## src/async_rx_pkg.sv

```systemverilog
// Package for the asynchronous serial receiver: register map, field positions,
// reset values, sampling constants and receiver states.
// Assumes a 32-bit APB slave with word-aligned registers.
package async_rx_pkg;
    // Register byte offsets
    localparam logic [7:0] ctrl_offset = 8'h00;
    localparam logic [7:0] baud_offset = 8'h04;
    localparam logic [7:0] data_offset = 8'h08;
    localparam logic [7:0] status_offset = 8'h0C;
    localparam logic [7:0] int_status_offset = 8'h10;
    localparam logic [7:0] int_clear_offset = 8'h14;
    localparam logic [7:0] int_enable_offset = 8'h18;
    // Control field positions
    localparam int ctrl_receive_enable_bit = 0;
    localparam int ctrl_port_enable_bit = 1;
    localparam int ctrl_sync_bit = 2;
    localparam int ctrl_nine_bit = 3;
    // Interrupt / status field positions
    localparam int ev_char_bit = 0;
    localparam int ev_ferr_bit = 1;
    localparam int ev_oerr_bit = 2;
    localparam int st_busy_bit = 3;
    // Reset values
    localparam logic [3:0] ctrl_reset = 4'h0;
    localparam logic [15:0] baud_reset = 16'h0014;
    localparam logic [2:0] int_enable_reset = 3'h0;
    // Sampling: sixteen ticks per bit, start centre after eight ticks
    localparam logic [3:0] last_tick = 4'hF;
    localparam logic [3:0] start_centre = 4'h7;
    localparam logic [3:0] bits_eight = 4'h8;
    localparam logic [3:0] bits_nine = 4'h9;
    localparam logic [1:0] fifo_depth = 2'h2;
    // Receiver states
    typedef enum logic [1:0] {
        st_idle = 2'b00,
        st_start = 2'b01,
        st_data = 2'b10,
        st_stop = 2'b11
    } rx_state_t;
endpackage : async_rx_pkg

```

## src/async_serial_receiver.sv

```systemverilog
// Asynchronous serial receive path with 16x oversampling, a two-entry
// character FIFO, framing and overrun detection, and an APB register file.
// Assumes pclk at 40 MHz and a serial input arriving from outside the domain.
//
// Behaviour
// RULE1 - Oversample input sixteen times per bit
// RULE2 - Finished character goes into two-entry FIFO
// RULE3 - Third character shifts while FIFO full
// RULE4 - Software sets enable, clears sync, sets port
// RULE5 - Idle falling edge starts a character
// RULE6 - Confirm start low at half bit
// RULE7 - High start centre aborts silently
// RULE8 - Each bit centre majority-voted into shifter
// RULE9 - Low stop sample flags framing error
// RULE10 - Push character and raise receive flag
// RULE11 - Data read returns and removes oldest
// RULE12 - Overrun halts reception until cleared
// RULE13 - Software configures pin as digital input
// RULE14 - Framing error stored per FIFO entry
`timescale 1ns/100ps
module async_serial_receiver (
    input wire logic pclk,
    input wire logic presetn,
    input wire logic psel,
    input wire logic penable,
    input wire logic pwrite,
    input wire logic [7:0] paddr,
    input wire logic [31:0] pwdata,
    output logic [31:0] prdata,
    output logic pready,
    output logic pslverr,
    input wire logic serial_receive_pin,
    output logic receive_interrupt_flag,
    output logic irq
);
    import async_rx_pkg::*;

    // Software-visible control
    logic [3:0] ctrl;
    logic [15:0] baud_div;
    logic [2:0] int_status;
    logic [2:0] int_enable;
    // Pin synchroniser and edge history
    logic rx_meta;
    logic rx_sync;
    logic rx_prev;
    logic [2:0] vote_hist;
    // Oversampling tick
    logic [15:0] div_cnt;
    logic tick;
    // Receiver engine
    rx_state_t state;
    logic [3:0] tick_cnt;
    logic [3:0] bit_cnt;
    logic [8:0] shreg;
    logic overrun;
    // FIFO: nine data bits plus framing error per entry
    logic [9:0] fifo_mem [0:1];
    logic wr_ptr;
    logic rd_ptr;
    logic [1:0] fifo_count;
    // Derived strobes
    logic rx_on;
    logic vote;
    logic fall;
    logic centre;
    logic stop_done;
    logic push;
    logic push_ferr;
    logic oerr_event;
    logic [8:0] push_data;
    logic [3:0] data_bits;
    // Bus strobes
    logic setup_acc;
    logic done;
    logic wr_done;
    logic rd_capture_data;
    logic pop_armed;
    logic pop;
    logic unmapped;
    logic [31:0] next_rdata;

    // Receiver runs only when enabled, asynchronous and not overrun
    assign rx_on = ctrl[ctrl_receive_enable_bit] & ctrl[ctrl_port_enable_bit] & ~ctrl[ctrl_sync_bit] & ~overrun;
    assign data_bits = ctrl[ctrl_nine_bit] ? bits_nine : bits_eight;
    // Majority of the last three samples
    assign vote = (vote_hist[0] & vote_hist[1]) | (vote_hist[0] & vote_hist[2]) | (vote_hist[1] & vote_hist[2]);
    assign fall = rx_prev & ~rx_sync;
    // Bit centre reached on this tick
    assign centre = tick & (state == st_start ? tick_cnt == start_centre : tick_cnt == last_tick);
    assign stop_done = rx_on & centre & (state == st_stop);
    assign push = stop_done & (fifo_count != fifo_depth);
    assign oerr_event = stop_done & (fifo_count == fifo_depth);
    assign push_ferr = ~vote;
    assign push_data = ctrl[ctrl_nine_bit] ? shreg : {1'b0, shreg[8:1]};

    // APB phases: answer one cycle into access
    assign setup_acc = psel & penable & ~pready;
    assign done = psel & penable & pready;
    assign wr_done = done & pwrite;
    assign rd_capture_data = setup_acc & ~pwrite & (paddr == data_offset);
    assign pop = done & ~pwrite & pop_armed;
    assign unmapped = (paddr[1:0] != 2'b00) || (paddr > int_enable_offset);

    // Two-flop synchroniser, then edge history
    always_ff @(posedge pclk or negedge presetn) begin
        if (!presetn) begin
            rx_meta <= 1'b1;
            rx_sync <= 1'b1;
            rx_prev <= 1'b1;
        end else begin
            rx_meta <= serial_receive_pin;
            rx_sync <= rx_meta;
            rx_prev <= rx_sync;
        end
    end

    // RULE1 sixteen-times tick
    always_ff @(posedge pclk or negedge presetn) begin
        if (!presetn) begin
            div_cnt <= 16'h0000;
            tick <= 1'b0;
        end else if (div_cnt == 16'h0000) begin
            div_cnt <= baud_div;
            tick <= 1'b1;
        end else begin
            div_cnt <= div_cnt - 16'h0001;
            tick <= 1'b0;
        end
    end

    // RULE8 sample history for voting
    always_ff @(posedge pclk or negedge presetn) begin
        if (!presetn) begin
            vote_hist <= 3'h7;
        end else if (tick) begin
            vote_hist <= {vote_hist[1:0], rx_sync};
        end
    end

    // Receive state machine
    always_ff @(posedge pclk or negedge presetn) begin
        if (!presetn) begin
            state <= st_idle;
            tick_cnt <= 4'h0;
            bit_cnt <= 4'h0;
            shreg <= 9'h000;
        end else if (!rx_on) begin
            // RULE12 disabled or overrun: hold idle
            state <= st_idle;
            tick_cnt <= 4'h0;
        end else begin
            case (state)
                st_idle: begin
                    // RULE5 falling edge opens a character
                    if (fall) begin
                        state <= st_start;
                        tick_cnt <= 4'h0;
                    end
                end
                st_start: begin
                    if (centre) begin
                        // RULE6 RULE7 verify start at its centre
                        state <= vote ? st_idle : st_data;
                        tick_cnt <= 4'h0;
                        bit_cnt <= 4'h0;
                    end else if (tick) begin
                        tick_cnt <= tick_cnt + 4'h1;
                    end
                end
                st_data: begin
                    if (centre) begin
                        // RULE8 shift voted bit, LSB first
                        shreg <= {vote, shreg[8:1]};
                        bit_cnt <= bit_cnt + 4'h1;
                        // RULE3 shifting continues regardless of FIFO level
                        if (bit_cnt == data_bits - 4'h1) begin
                            state <= st_stop;
                        end
                    end
                    if (tick) begin
                        tick_cnt <= tick_cnt + 4'h1;
                    end
                end
                st_stop: begin
                    // RULE9 stop sampled one bit later
                    if (centre) begin
                        state <= st_idle;
                    end
                    if (tick) begin
                        tick_cnt <= tick_cnt + 4'h1;
                    end
                end
                default: begin
                    state <= st_idle;
                end
            endcase
        end
    end

    // RULE2 RULE14 FIFO write with framing bit
    always_ff @(posedge pclk) begin
        if (push) begin
            fifo_mem[wr_ptr] <= {push_ferr, push_data};
        end
    end

    // FIFO pointers and level
    always_ff @(posedge pclk or negedge presetn) begin
        if (!presetn) begin
            wr_ptr <= 1'b0;
            rd_ptr <= 1'b0;
            fifo_count <= 2'h0;
        end else begin
            if (push) begin
                wr_ptr <= ~wr_ptr;
            end
            // RULE11 read removes the oldest
            if (pop) begin
                rd_ptr <= ~rd_ptr;
            end
            fifo_count <= fifo_count + {1'b0, push} - {1'b0, pop};
        end
    end

    // RULE12 overrun latches, cleared by dropping receive enable
    always_ff @(posedge pclk or negedge presetn) begin
        if (!presetn) begin
            overrun <= 1'b0;
        end else if (oerr_event) begin
            overrun <= 1'b1;
        end else if (!ctrl[ctrl_receive_enable_bit]) begin
            overrun <= 1'b0;
        end
    end

    // Control and enable registers
    always_ff @(posedge pclk or negedge presetn) begin
        if (!presetn) begin
            ctrl <= ctrl_reset;
            baud_div <= baud_reset;
            int_enable <= int_enable_reset;
        end else if (wr_done) begin
            if (paddr == ctrl_offset) begin
                ctrl <= pwdata[3:0];
            end
            if (paddr == baud_offset) begin
                baud_div <= pwdata[15:0];
            end
            if (paddr == int_enable_offset) begin
                int_enable <= pwdata[2:0];
            end
        end
    end

    // Sticky events; a set in the clearing cycle wins
    always_ff @(posedge pclk or negedge presetn) begin
        if (!presetn) begin
            int_status <= 3'h0;
        end else begin
            int_status <= (int_status & ~((wr_done && paddr == int_clear_offset) ? pwdata[2:0] : 3'h0))
                | {oerr_event, push & push_ferr, push};
        end
    end

    // Read mux
    always_comb begin
        next_rdata = 32'h0000_0000;
        case (paddr)
            ctrl_offset: next_rdata[3:0] = ctrl;
            baud_offset: next_rdata[15:0] = baud_div;
            data_offset: next_rdata[8:0] = (fifo_count != 2'h0) ? fifo_mem[rd_ptr][8:0] : 9'h000;
            status_offset: begin
                next_rdata[ev_char_bit] = fifo_count != 2'h0;
                // RULE14 head entry's framing error
                next_rdata[ev_ferr_bit] = (fifo_count != 2'h0) & fifo_mem[rd_ptr][9];
                next_rdata[ev_oerr_bit] = overrun;
                next_rdata[st_busy_bit] = state != st_idle;
            end
            int_status_offset: next_rdata[2:0] = int_status;
            int_enable_offset: next_rdata[2:0] = int_enable;
            default: next_rdata = 32'h0000_0000;
        endcase
    end

    // APB answer registers
    always_ff @(posedge pclk or negedge presetn) begin
        if (!presetn) begin
            pready <= 1'b0;
            pslverr <= 1'b0;
            prdata <= 32'h0000_0000;
            pop_armed <= 1'b0;
        end else begin
            pready <= setup_acc;
            pslverr <= setup_acc & unmapped;
            if (setup_acc && !pwrite) begin
                prdata <= next_rdata;
            end
            // Pop only a character actually returned
            pop_armed <= rd_capture_data & (fifo_count != 2'h0);
        end
    end

    // RULE10 flag and interrupt outputs
    always_ff @(posedge pclk or negedge presetn) begin
        if (!presetn) begin
            receive_interrupt_flag <= 1'b0;
            irq <= 1'b0;
        end else begin
            receive_interrupt_flag <= (fifo_count + {1'b0, push} - {1'b0, pop}) != 2'h0;
            irq <= |(int_status & int_enable);
        end
    end

    // Checks
    // RULE5 edge start
    edge_start_a: assert property (@(posedge pclk) disable iff (!presetn) // RULE5
        (state == st_idle && rx_on && fall) |=> state == st_start)
        else $error("falling edge did not start a character");
    // RULE6 half-bit wait
    start_wait_a: assert property (@(posedge pclk) disable iff (!presetn) // RULE6
        (state == st_start && tick && tick_cnt != start_centre && rx_on) |=> state == st_start)
        else $error("start left before centre");
    // RULE7 abort silently
    start_abort_a: assert property (@(posedge pclk) disable iff (!presetn) // RULE7
        (state == st_start && centre && vote && rx_on) |=> (state == st_idle && !$rose(int_status[ev_ferr_bit])))
        else $error("high start centre not aborted");
    // RULE8 voted bit shifted
    bit_shift_a: assert property (@(posedge pclk) disable iff (!presetn) // RULE8
        (state == st_data && centre && rx_on) |=> shreg[8] == $past(vote))
        else $error("voted bit not shifted in");
    // RULE1 sixteen ticks per bit
    bit_period_a: assert property (@(posedge pclk) disable iff (!presetn) // RULE1
        (state == st_data && tick && tick_cnt != last_tick && rx_on) |=> bit_cnt == $past(bit_cnt))
        else $error("bit advanced before sixteen ticks");
    // RULE9 framing captured
    stop_frame_a: assert property (@(posedge pclk) disable iff (!presetn) // RULE9
        push |=> fifo_mem[$past(wr_ptr)][9] == $past(~vote))
        else $error("framing error not stored from stop sample");
    // RULE2 push when room
    fifo_push_a: assert property (@(posedge pclk) disable iff (!presetn) // RULE2
        (stop_done && fifo_count < fifo_depth && !pop) |=> fifo_count == $past(fifo_count) + 2'h1)
        else $error("character not moved into FIFO");
    // RULE10 receive flag raised
    rx_flag_a: assert property (@(posedge pclk) disable iff (!presetn) // RULE10
        push |=> receive_interrupt_flag && int_status[ev_char_bit])
        else $error("receive flag not raised");
    // RULE11 read removes one
    fifo_pop_a: assert property (@(posedge pclk) disable iff (!presetn) // RULE11
        (pop && !push) |=> fifo_count == $past(fifo_count) - 2'h1)
        else $error("read did not remove a character");
    // RULE12 overrun halts
    overrun_halt_a: assert property (@(posedge pclk) disable iff (!presetn) // RULE12
        overrun |-> (!push && state == st_idle))
        else $error("reception continued during overrun");

endmodule : async_serial_receiver

```

## config.mk

```make
export PLATFORM = sky130hd
export DESIGN_NAME = async_serial_receiver
export DESIGN_NICKNAME = d
export VERILOG_FILES = /design/src/async_rx_pkg.sv /design/src/async_serial_receiver.sv
export SDC_FILE = /design/constraint.sdc
export NUM_CORES = 1
export LEC_CHECK = 0
export BUFFER_PORTS_ARGS = -buffer_cell sky130_fd_sc_hd__buf_4
export CORE_ASPECT_RATIO = 0.6
export CORE_MARGIN = 5
export CORE_UTILIZATION = 30
export CTS_BUF_LIST = sky130_fd_sc_hd__clkbuf_16
export DETAILED_ROUTE_END_ITERATION = 16
export HOLD_SLACK_MARGIN = 0.15
export PLACE_DENSITY = 0.47
export SYNTH_ARGS = -nofsm -noshare
export SYNTH_HDL_FRONTEND = slang
export SYNTH_SLANG_ARGS = --single-unit
```

## constraint.sdc

```tcl
create_clock -name pclk -period 2.5 [get_ports pclk]
set_input_delay 0.5 -clock pclk [delete_from_list [all_inputs] [get_ports pclk]]
set_output_delay 0.5 -clock pclk [all_outputs]
set_load 0.01 [all_outputs]
```

# After elaboration in Yosys (flattened, before gate mapping)
# Memories as Yosys holds them, arrays and structs flattened.
# Index checks and enable logic that the tools add are counted.
[totals] memories=1 output_inout_bits=36 wordCells=143 ff_bits=94 ram_bits=20 input_bits=46
[classes] reduce_logical=20 n_eq_ne=22 n_mux=31 order_cmp=1 addsub=6 bitwise=38
[mem_list] name="fifo_mem" depth=2 word_bits=10 read_ports=1 rd_clocked_by_memory_dff=0 write_ports=1 line_no="async_serial_receiver.sv:58" rtl="logic [9:0] fifo_mem [0:1];"
[ops] operator="1-bit AND" n=24
[ops] operator="8-bit by 5-bit == test with 1-bit output (second input constant)" n=3
[ops] operator="4-bit two-way mux" n=6
[ops] operator="9-bit two-way mux" n=2
[ops] operator="3-bit case mux with 6 select lines" n=1
[ops] operator="8-bit by 4-bit == test with 1-bit output (second input constant)" n=2
[ops] operator="16-bit zero test" n=1
[ops] operator="16-bit two-way mux" n=1
[ops] operator="16-bit by 1-bit subtractor with 16-bit output (second input constant)" n=1
[ops] operator="3-bit inequality test (second input constant)" n=5
[ops] operator="2-bit two-way mux" n=7
[ops] operator="4-bit case mux with 3 select lines" n=1
[ops] operator="5-bit case mux with 2 select lines" n=1
[ops] operator="2-bit nonzero test" n=5
[ops] operator="4-bit by 1-bit adder with 4-bit output (second input constant)" n=2
[ops] operator="8-bit by 3-bit == test with 1-bit output (second input constant)" n=1
[ops] operator="8-bit by 5-bit greater-than comparator with 1-bit output (second input constant)" n=1
[ops] operator="8-bit zero test" n=1
[ops] operator="1-bit NOT" n=8
[ops] operator="2-bit case mux with 4 select lines" n=1
[ops] operator="4-bit case mux with 2 select lines" n=1
[ops] operator="1-bit two-way mux" n=7
[ops] operator="7-bit two-way mux" n=1
[ops] operator="3-bit AND" n=2
[ops] operator="other kinds (25)" n=33

# Depth between registers and ports, before layout
# Gate-level depths: netlist (run 1).
[depth] word_depth=9 mapped_depth=9

# Worst setup path after synthesis (run 1)
# No wires, ideal clock.
[synth_timing] path_kind="reg2reg" startpoint="register tick_cnt[0]" endpoint="memory fifo_mem[0][0], enable pin" setup_time_ps=376 period_less_slack_ps=2208 arrival_ps=1832 n_path_buf=1 path_stages_with_launch=8 setup_slack_ps=292 t_required_ps=2124 cell_sequence="dfrtp_1 -> ha_1 -> nand3_1 -> or2_0 -> buf_6 -> nor2_2 -> nand4_1 -> nor2_1"
[synth_via] elab_chain_len=8
[synth_rtl] element="from (decl)" line_no="async_serial_receiver.sv:53" rtl="logic [3:0] tick_cnt;"
[synth_rtl] element="from (signal assigned)" line_no="async_serial_receiver.sv:168" rtl="tick_cnt <= tick_cnt + 4'h1;"
[synth_rtl] element="from (signal assigned)" line_no="async_serial_receiver.sv:182" rtl="tick_cnt <= tick_cnt + 4'h1;"
[synth_rtl] element="from (signal assigned)" line_no="async_serial_receiver.sv:191" rtl="tick_cnt <= tick_cnt + 4'h1;"
[synth_rtl] element="4-bit == test or 4-bit by 3-bit == test with 1-bit output (tied branches)" line_no="async_serial_receiver.sv:90" rtl="assign centre = tick & (state == st_start ? tick_cnt == start_centre : tick_cnt == last_tick);"
[synth_rtl] element="1-bit two-way mux *" line_no="async_serial_receiver.sv:90"
[synth_rtl] element="1-bit AND *" line_no="async_serial_receiver.sv:90"
[synth_rtl] element="1-bit AND * (2 in series)" line_no="async_serial_receiver.sv:91" rtl="assign stop_done = rx_on & centre & (state == st_stop);"
[synth_rtl] element="1-bit AND *" line_no="async_serial_receiver.sv:92" rtl="assign push = stop_done & (fifo_count != fifo_depth);"
[synth_rtl] element="1-bit two-way mux *" line_no="async_serial_receiver.sv:203" rtl="if (push) begin"
[synth_rtl] element="1-bit two-way mux (not written as such) *" line_no="async_serial_receiver.sv:204" rtl="fifo_mem[wr_ptr] <= {push_ferr, push_data};"
[synth_rtl] element="to (decl)" line_no="async_serial_receiver.sv:58"
# Every way passes the cells marked *; elsewhere a longest branch is shown, timed or not.

# Worst setup path after layout (run 1)
[layout_timing] startpoint="register tick_cnt[0]" endpoint="memory fifo_mem[0][7], enable pin"
# Same word-level chain as after synthesis.

==> flow_summary.ini, run 1 <==
[global_routing]
grt_util_all_layers = 0.129
grt_pass1_wl_mm = 21.2
grt_pass1_vias = 3785
met2_usage = 0.170
grt_util_met3 = 0.0275
grt_use_met1 = 0.205
grt_max_degree = 46
grt_overflow = 0
grt.busiest_layer = met1
antenna_found_initial = 0

[route]
ant_nets = 0
drt-wirelength-per-cell_um = 16.7
viasPerCell = 4.79
drcViolationCount = 0
first_iter_violations = 261
wirelength_mm = 13.1
vias = 3753
firstDrtPassIters = 4

[pwr]
irDropWorstVdd_mv = 0.327
leakage_nw = 2.99
fin_total_pwr_mw = 5.37
p_per_area_nw_per_um2 = 793

[critical_path]
cp_max_fo = 10
endpoint_kind = flip-flop
worstPathArrival_ns = 2.32
r2r_end = fifo_mem[0][7]
critPathRequiredTime_ns = 2.60
start_kind = flip-flop
reg2reg_depth = 8
timing.rr.start = tick_cnt[0]
r2r_slack_ns = 0.27
worstSetupPathType = flip-flop to flip-flop

[yosys]
synth-compound-area-share = 0.0976
synthMuxAreaShare = 0.122
synth_warnings = 0
synthXorXnorAreaFrac = 0.0268
synth-adder-area-share = 0.0132
ys_ff_latch = 114
syn_inst = 463
async_reset_ff_frac = 0.825
synth-main-ff-cell = dfrtp_1
synth_top_area_cell = dfrtp_1
synthTopCellsByArea = dfrtp_1, edfxtp_1, mux2_2
synth_top_family_by_area = simple AND/OR/NAND/NOR gates
synth.avg_cell_area_um2 = 11.9
synth-edff-count = 20
netlist_area_um2 = 5500
synth.distinct_cells = 69
yosys.area_share.simple = 0.152
synth_top_area_frac = 0.391
ys_seq_area_frac = 0.539

[clocking]
cts_root_buf = clkbuf_16
clock_path_buffers = 2
cts_tree = done
cts_buffers = 17
postCtsSetupRepairBufs = 0
clkSinkCount = 114
cts.clk_slew.worst_paths_ns = 0.06
clock_latency_ns = 0.40
htreeDepth = 4

[timing]
fin_setup_tns_ns = 0
fin_crit_ns = 2.23
fmaxAchievable_ghz = 0.449
setup_viol = 0
rsz0062_at_grt = no
final.setup_skew_ns = 0.0101
slew_headroom = 0.564
hold_violations = 0
drv_slew = 0
fin_crit_sh = 0.891
worstMarginPinSlew_ns = 0.654

[floorplan]
num_io_pins = 82
die_w_um = 185
fp.coreArea_um2 = 18000
die_h_um = 115
start_util = 0.305
die_area_um2 = 21200
num_rows = 38

[finish]
n_antenna_cell = 0
nets = 582
area_growth_pct = 23.0
drive_gt1_frac = 0.320
nFillCells = 1758

[place]
portBuffers = 49
gp_congestion = 0.803
hpwlAfterDp_mm = 9.45

[worst_hold_path]
hold_end = rx_meta
hp-class = primary input to flip-flop
hold_start = serial_receive_pin
hold_depth = 1

[run_status]
outcome = completed

[flow_run]
timing.max_cap.violations = 0
[sequential cells by signal, indices dropped and copies added (netlist names), 4 cells and up]
register and cells:
fifo_mem 20, tick_cnt 4, shreg 9, div_cnt 16, baud_div 16, ctrl 4, prdata 16, bit_cnt 4
[what timing repair did]
action / 4_1_cts / 5_1_grt
hold buffers: 1 / 0
endpoints found under the hold margin: 28 / 0
gates resized for setup: 0 / 0
[placed cells by master, fill, tap and decap left out, types with 6 or more instances in the layout]
cell type,count
a21oi_1,26
a22o_1,8
a22oi_1,7
buf_4,65
clkbuf_16,17
conb_1,16
dfrtp_1,86
dfstp_2,8
edfxtp_1,20
inv_1,11
mux2_2,48
mux2i_1,13
nand2_1,28
nand2b_1,6
nand3_1,7
nor2_1,35
nor2b_1,6
nor4_1,8
o21ai_0,13
or3_1,6
xnor2_1,9
xor2_1,6
[synth_stat cells, drive strengths merged (5+ instances only)]
master,instances
o21ai,18
dfrtp,86
inv,10
ha,5
clkbuf,7
nand3,8
a21oi,26
edfxtp,20
a22o,8
nand2b,6
mux2,48
xnor2,10
buf,28
dfstp,8
nand2,29
mux2i,13
xor2,6
nor3,5
a22oi,8
nor2,37
nor2b,6
nor4,10
or3,8
[stage by stage]
| step | area (um2) | cells | hold slack, ns | setup slack [ns] | util |
|---|---|---|---|---|---|
| floorplan | 5560 | 478 | 0.204 | 0.292 | - |
| detailed placement | 6170 | 751 | 0.348 | 0.292 | 0.343 |
| finish | 6770 | 784 | 0.197 | 0.273 | 0.376 |
| global placement | 6170 | 751 | 0.349 | 0.306 | 0.343 |
| global route | 6770 | 784 | 0.173 | 0.0730 | 0.376 |
| CTS | 6770 | 784 | 0.175 | 0.274 | 0.376 |
[layer usage]
layer	wire [um]	share of wire
met5	0	0
met4	133	0.010
met3	671	0.051
met2	5170	0.39
met1	7160	0.55
[area by class of cell]
| class | instances | area [um2] | share of cell area |
|---|---|---|---|
| Tap cell | 240 | 300 | 0.0444 |
| Multi-Input combinational cell | 319 | 2320 | 0.343 |
| Timing Repair Buffer | 69 | 558 | 0.0825 |
| Clock inverter | 15 | 159 | 0.0235 |
| Clock buffer | 17 | 425 | 0.0629 |
| Sequential cell | 114 | 2960 | 0.438 |
| Inverter | 10 | 37.5 | 0.00555 |
[worst max-delay path by stage]
stage           startpoint        endpoint  slack [ns]
4_1_cts        tick_cnt[0]  fifo_mem[0][1]        0.27
3_3_place_gp   tick_cnt[0]  fifo_mem[0][6]        0.31
5_1_grt        tick_cnt[0]  fifo_mem[0][9]        0.07
2_1_floorplan  tick_cnt[0]  fifo_mem[0][0]        0.29
3_5_place_dp   tick_cnt[0]  fifo_mem[0][7]        0.29
6_report       tick_cnt[0]  fifo_mem[0][7]        0.27
[critical path, cell delays in order (launching register included)]
cell and delay [ns]:
dfrtp_1 0.38, ha_1 0.19, nand3_1 0.13, or2_0 0.35, buf_4 0.20, nor2_2 0.09
nand4_1 0.20, nor2_1 0.15, buf_4 0.22
[kinds of logic after synthesis]
group,after synthesis
AOI/OAI and AO/OA,82
xor gates and xnor gates,16
adders and majority gates,6
buffers and inverters,45
DFF,114
muxes,61
other,1
and+or+nand+nor,138
[power by group]
part	leakage [nW]	internal, mW	switching, mW
combinational	1.33	0.333	0.398
sequential	1.38	2.07	0.181
clock	0.282	1.48	0.915
No activity file was read; power rests on OpenSTA's default activity.
==> run 2: changes to the inputs <==
CORE_UTILIZATION = 35   (was 30)
PLACE_DENSITY = 0.53   (was 0.47)
==> run 2 against run 1 <==
Clock skew rose by 0.0040 ns. Critical path depth fell by 1. Clock power barely moved. Clock-buffer cell count rose by 1. Sequential share of layout area rose by 0.27 points. Combinational power rose by 0.5%. Non-clock buffer count did not move. Global-route usage rose by 1.4 points. Sequential power barely moved. Critical endpoint is now fifo_mem[1][3].
==> flow_summary.ini, run 2 (synthesized netlist as in run 1, its figures left out) <==
[run_status]
outcome = completed

[timing]
setup_ws_ns = 0.245
hold_slack_ns = 0.190
fin_crit_ns = 2.25
final.setup_skew_ns = 0.0141
worstMarginPinSlew_ns = 0.632
fmaxAchievable_ghz = 0.443
slew_headroom = 0.579
drv_slew = 0
setup_viol = 0
fin_crit_sh = 0.902
hold_violations = 0
rsz0062_at_grt = no
fin_setup_tns_ns = 0

[finish]
drive_gt1_frac = 0.322
fin_area_um2 = 6730
stdcell_count = 747
nFillCells = 1444
final_common_cell = dfrtp_1
n_antenna_cell = 0
top_register = fifo_mem
most-common-layout-cells = dfrtp_1, buf_4, mux2_2, nor2_1, nand2_1
area_growth_pct = 22.2
finish.utilization = 0.438
nets = 582
largest_reg_flops = 20

[floorplan]
start_util = 0.358
die_area_um2 = 18400
num_rows = 35
fp.coreArea_um2 = 15400
num_io_pins = 82
die_h_um = 107
die_w_um = 172

[global_routing]
grt_pass1_wl_mm = 20.4
grt_util_all_layers = 0.143
grt_max_degree = 45
grt_overflow = 0
grt_pass1_vias = 3742
antenna_found_initial = 0

[route]
drcViolationCount = 0
wirelength_mm = 12.6
viasPerCell = 5.02
vias = 3748
firstDrtPassIters = 5
ant_nets = 0
first_iter_violations = 245
drt-wirelength-per-cell_um = 16.9

[clocking]
clkSinkCount = 114
cts_root_buf = clkbuf_16
clock_path_buffers = 2
cts.clk_slew.worst_paths_ns = 0.06
cts.repair.resized = 0
htreeDepth = 4
cts_buffers = 17
cts_tree = done
clock_latency_ns = 0.42

[pwr]
p_per_area_nw_per_um2 = 801
irDropWorstVdd_mv = 0.425
leakage_nw = 3.00
fin_total_pwr_mw = 5.39

[place]
placedCellCount = 714
portBuffers = 49
pre_cts_ws_ns = 0.330
post_dp_cell_area_um2 = 6130
hpwlAfterDp_mm = 9.06
gp_congestion = 0.851

[critical_path]
critPathRequiredTime_ns = 2.62
r2r_end = fifo_mem[1][3]
crit_chain = ha_1, nand3_1, or2_0, nor4b_2, buf_4, and2_1, buf_12
cp_top_family = simple AND/OR/NAND/NOR gates
start_kind = flip-flop
timing.rr.start = tick_cnt[0]
crit_path_max_incr_delay_ns = 0.41
slowest_stage = nor4b_2
worstPathArrival_ns = 2.38
cp_max_fo = 10
endpoint_kind = flip-flop
worstSetupPathType = flip-flop to flip-flop
crit_buf_inv = 2
crit_start = tick_cnt[0]
r2r_slack_ns = 0.25
reg2reg_depth = 7

[worst_hold_path]
hp-class = primary input to flip-flop
hold_end = rx_meta
hold_depth = 1
hold_start = serial_receive_pin

[flow_run]
timing.max_cap.violations = 0
-- run 2: where the power goes --
group / switching (mW) / total (mW) / internal [mW]
combinational: 0.403 / 0.736 / 0.333
clock: 0.952 / 2.41 / 1.45
sequential: 0.181 / 2.25 / 2.07
-- run 2: metal layers --
metal / track usage / up-vias / part of all wire
li1: - / 1784 / -
met1: 0.235 / 1860 / 0.55
met2: 0.175 / 96 / 0.38
met3: 0.0368 / 8 / 0.059
met4: 0.0466 / 0 / 0.0090
met5: 0 / - / 0
-- run 2: cell type report --
cell class / instances / area (um2) / area share
multi-input combinational: 319 / 2320 / 0.345
clock buffer: 18 / 450 / 0.0670
inverter: 10 / 37.5 / 0.00558
sequential: 114 / 2960 / 0.441
clock inverter: 14 / 139 / 0.0207
timing repair buffer: 69 / 558 / 0.0830
tap: 203 / 254 / 0.0378
-- run 2: worst max path at each step --
stage	slack (ns)	to	depth (start not counted)
after CTS	0.31	fifo_mem[1][0]	7
after floorplan	0.29	fifo_mem[0][0]	7
final	0.25	fifo_mem[1][3]	7
after global routing	0.10	fifo_mem[0][0]	8
after global placement	0.35	fifo_mem[1][6]	7
after detailed placement	0.33	fifo_mem[1][7]	7
-- run 2: what timing repair did --
item | CTS | global route
hold endpoints to repair | 35 | 0
hold buffers | 1 | 0
setup buffers | 0 | 0
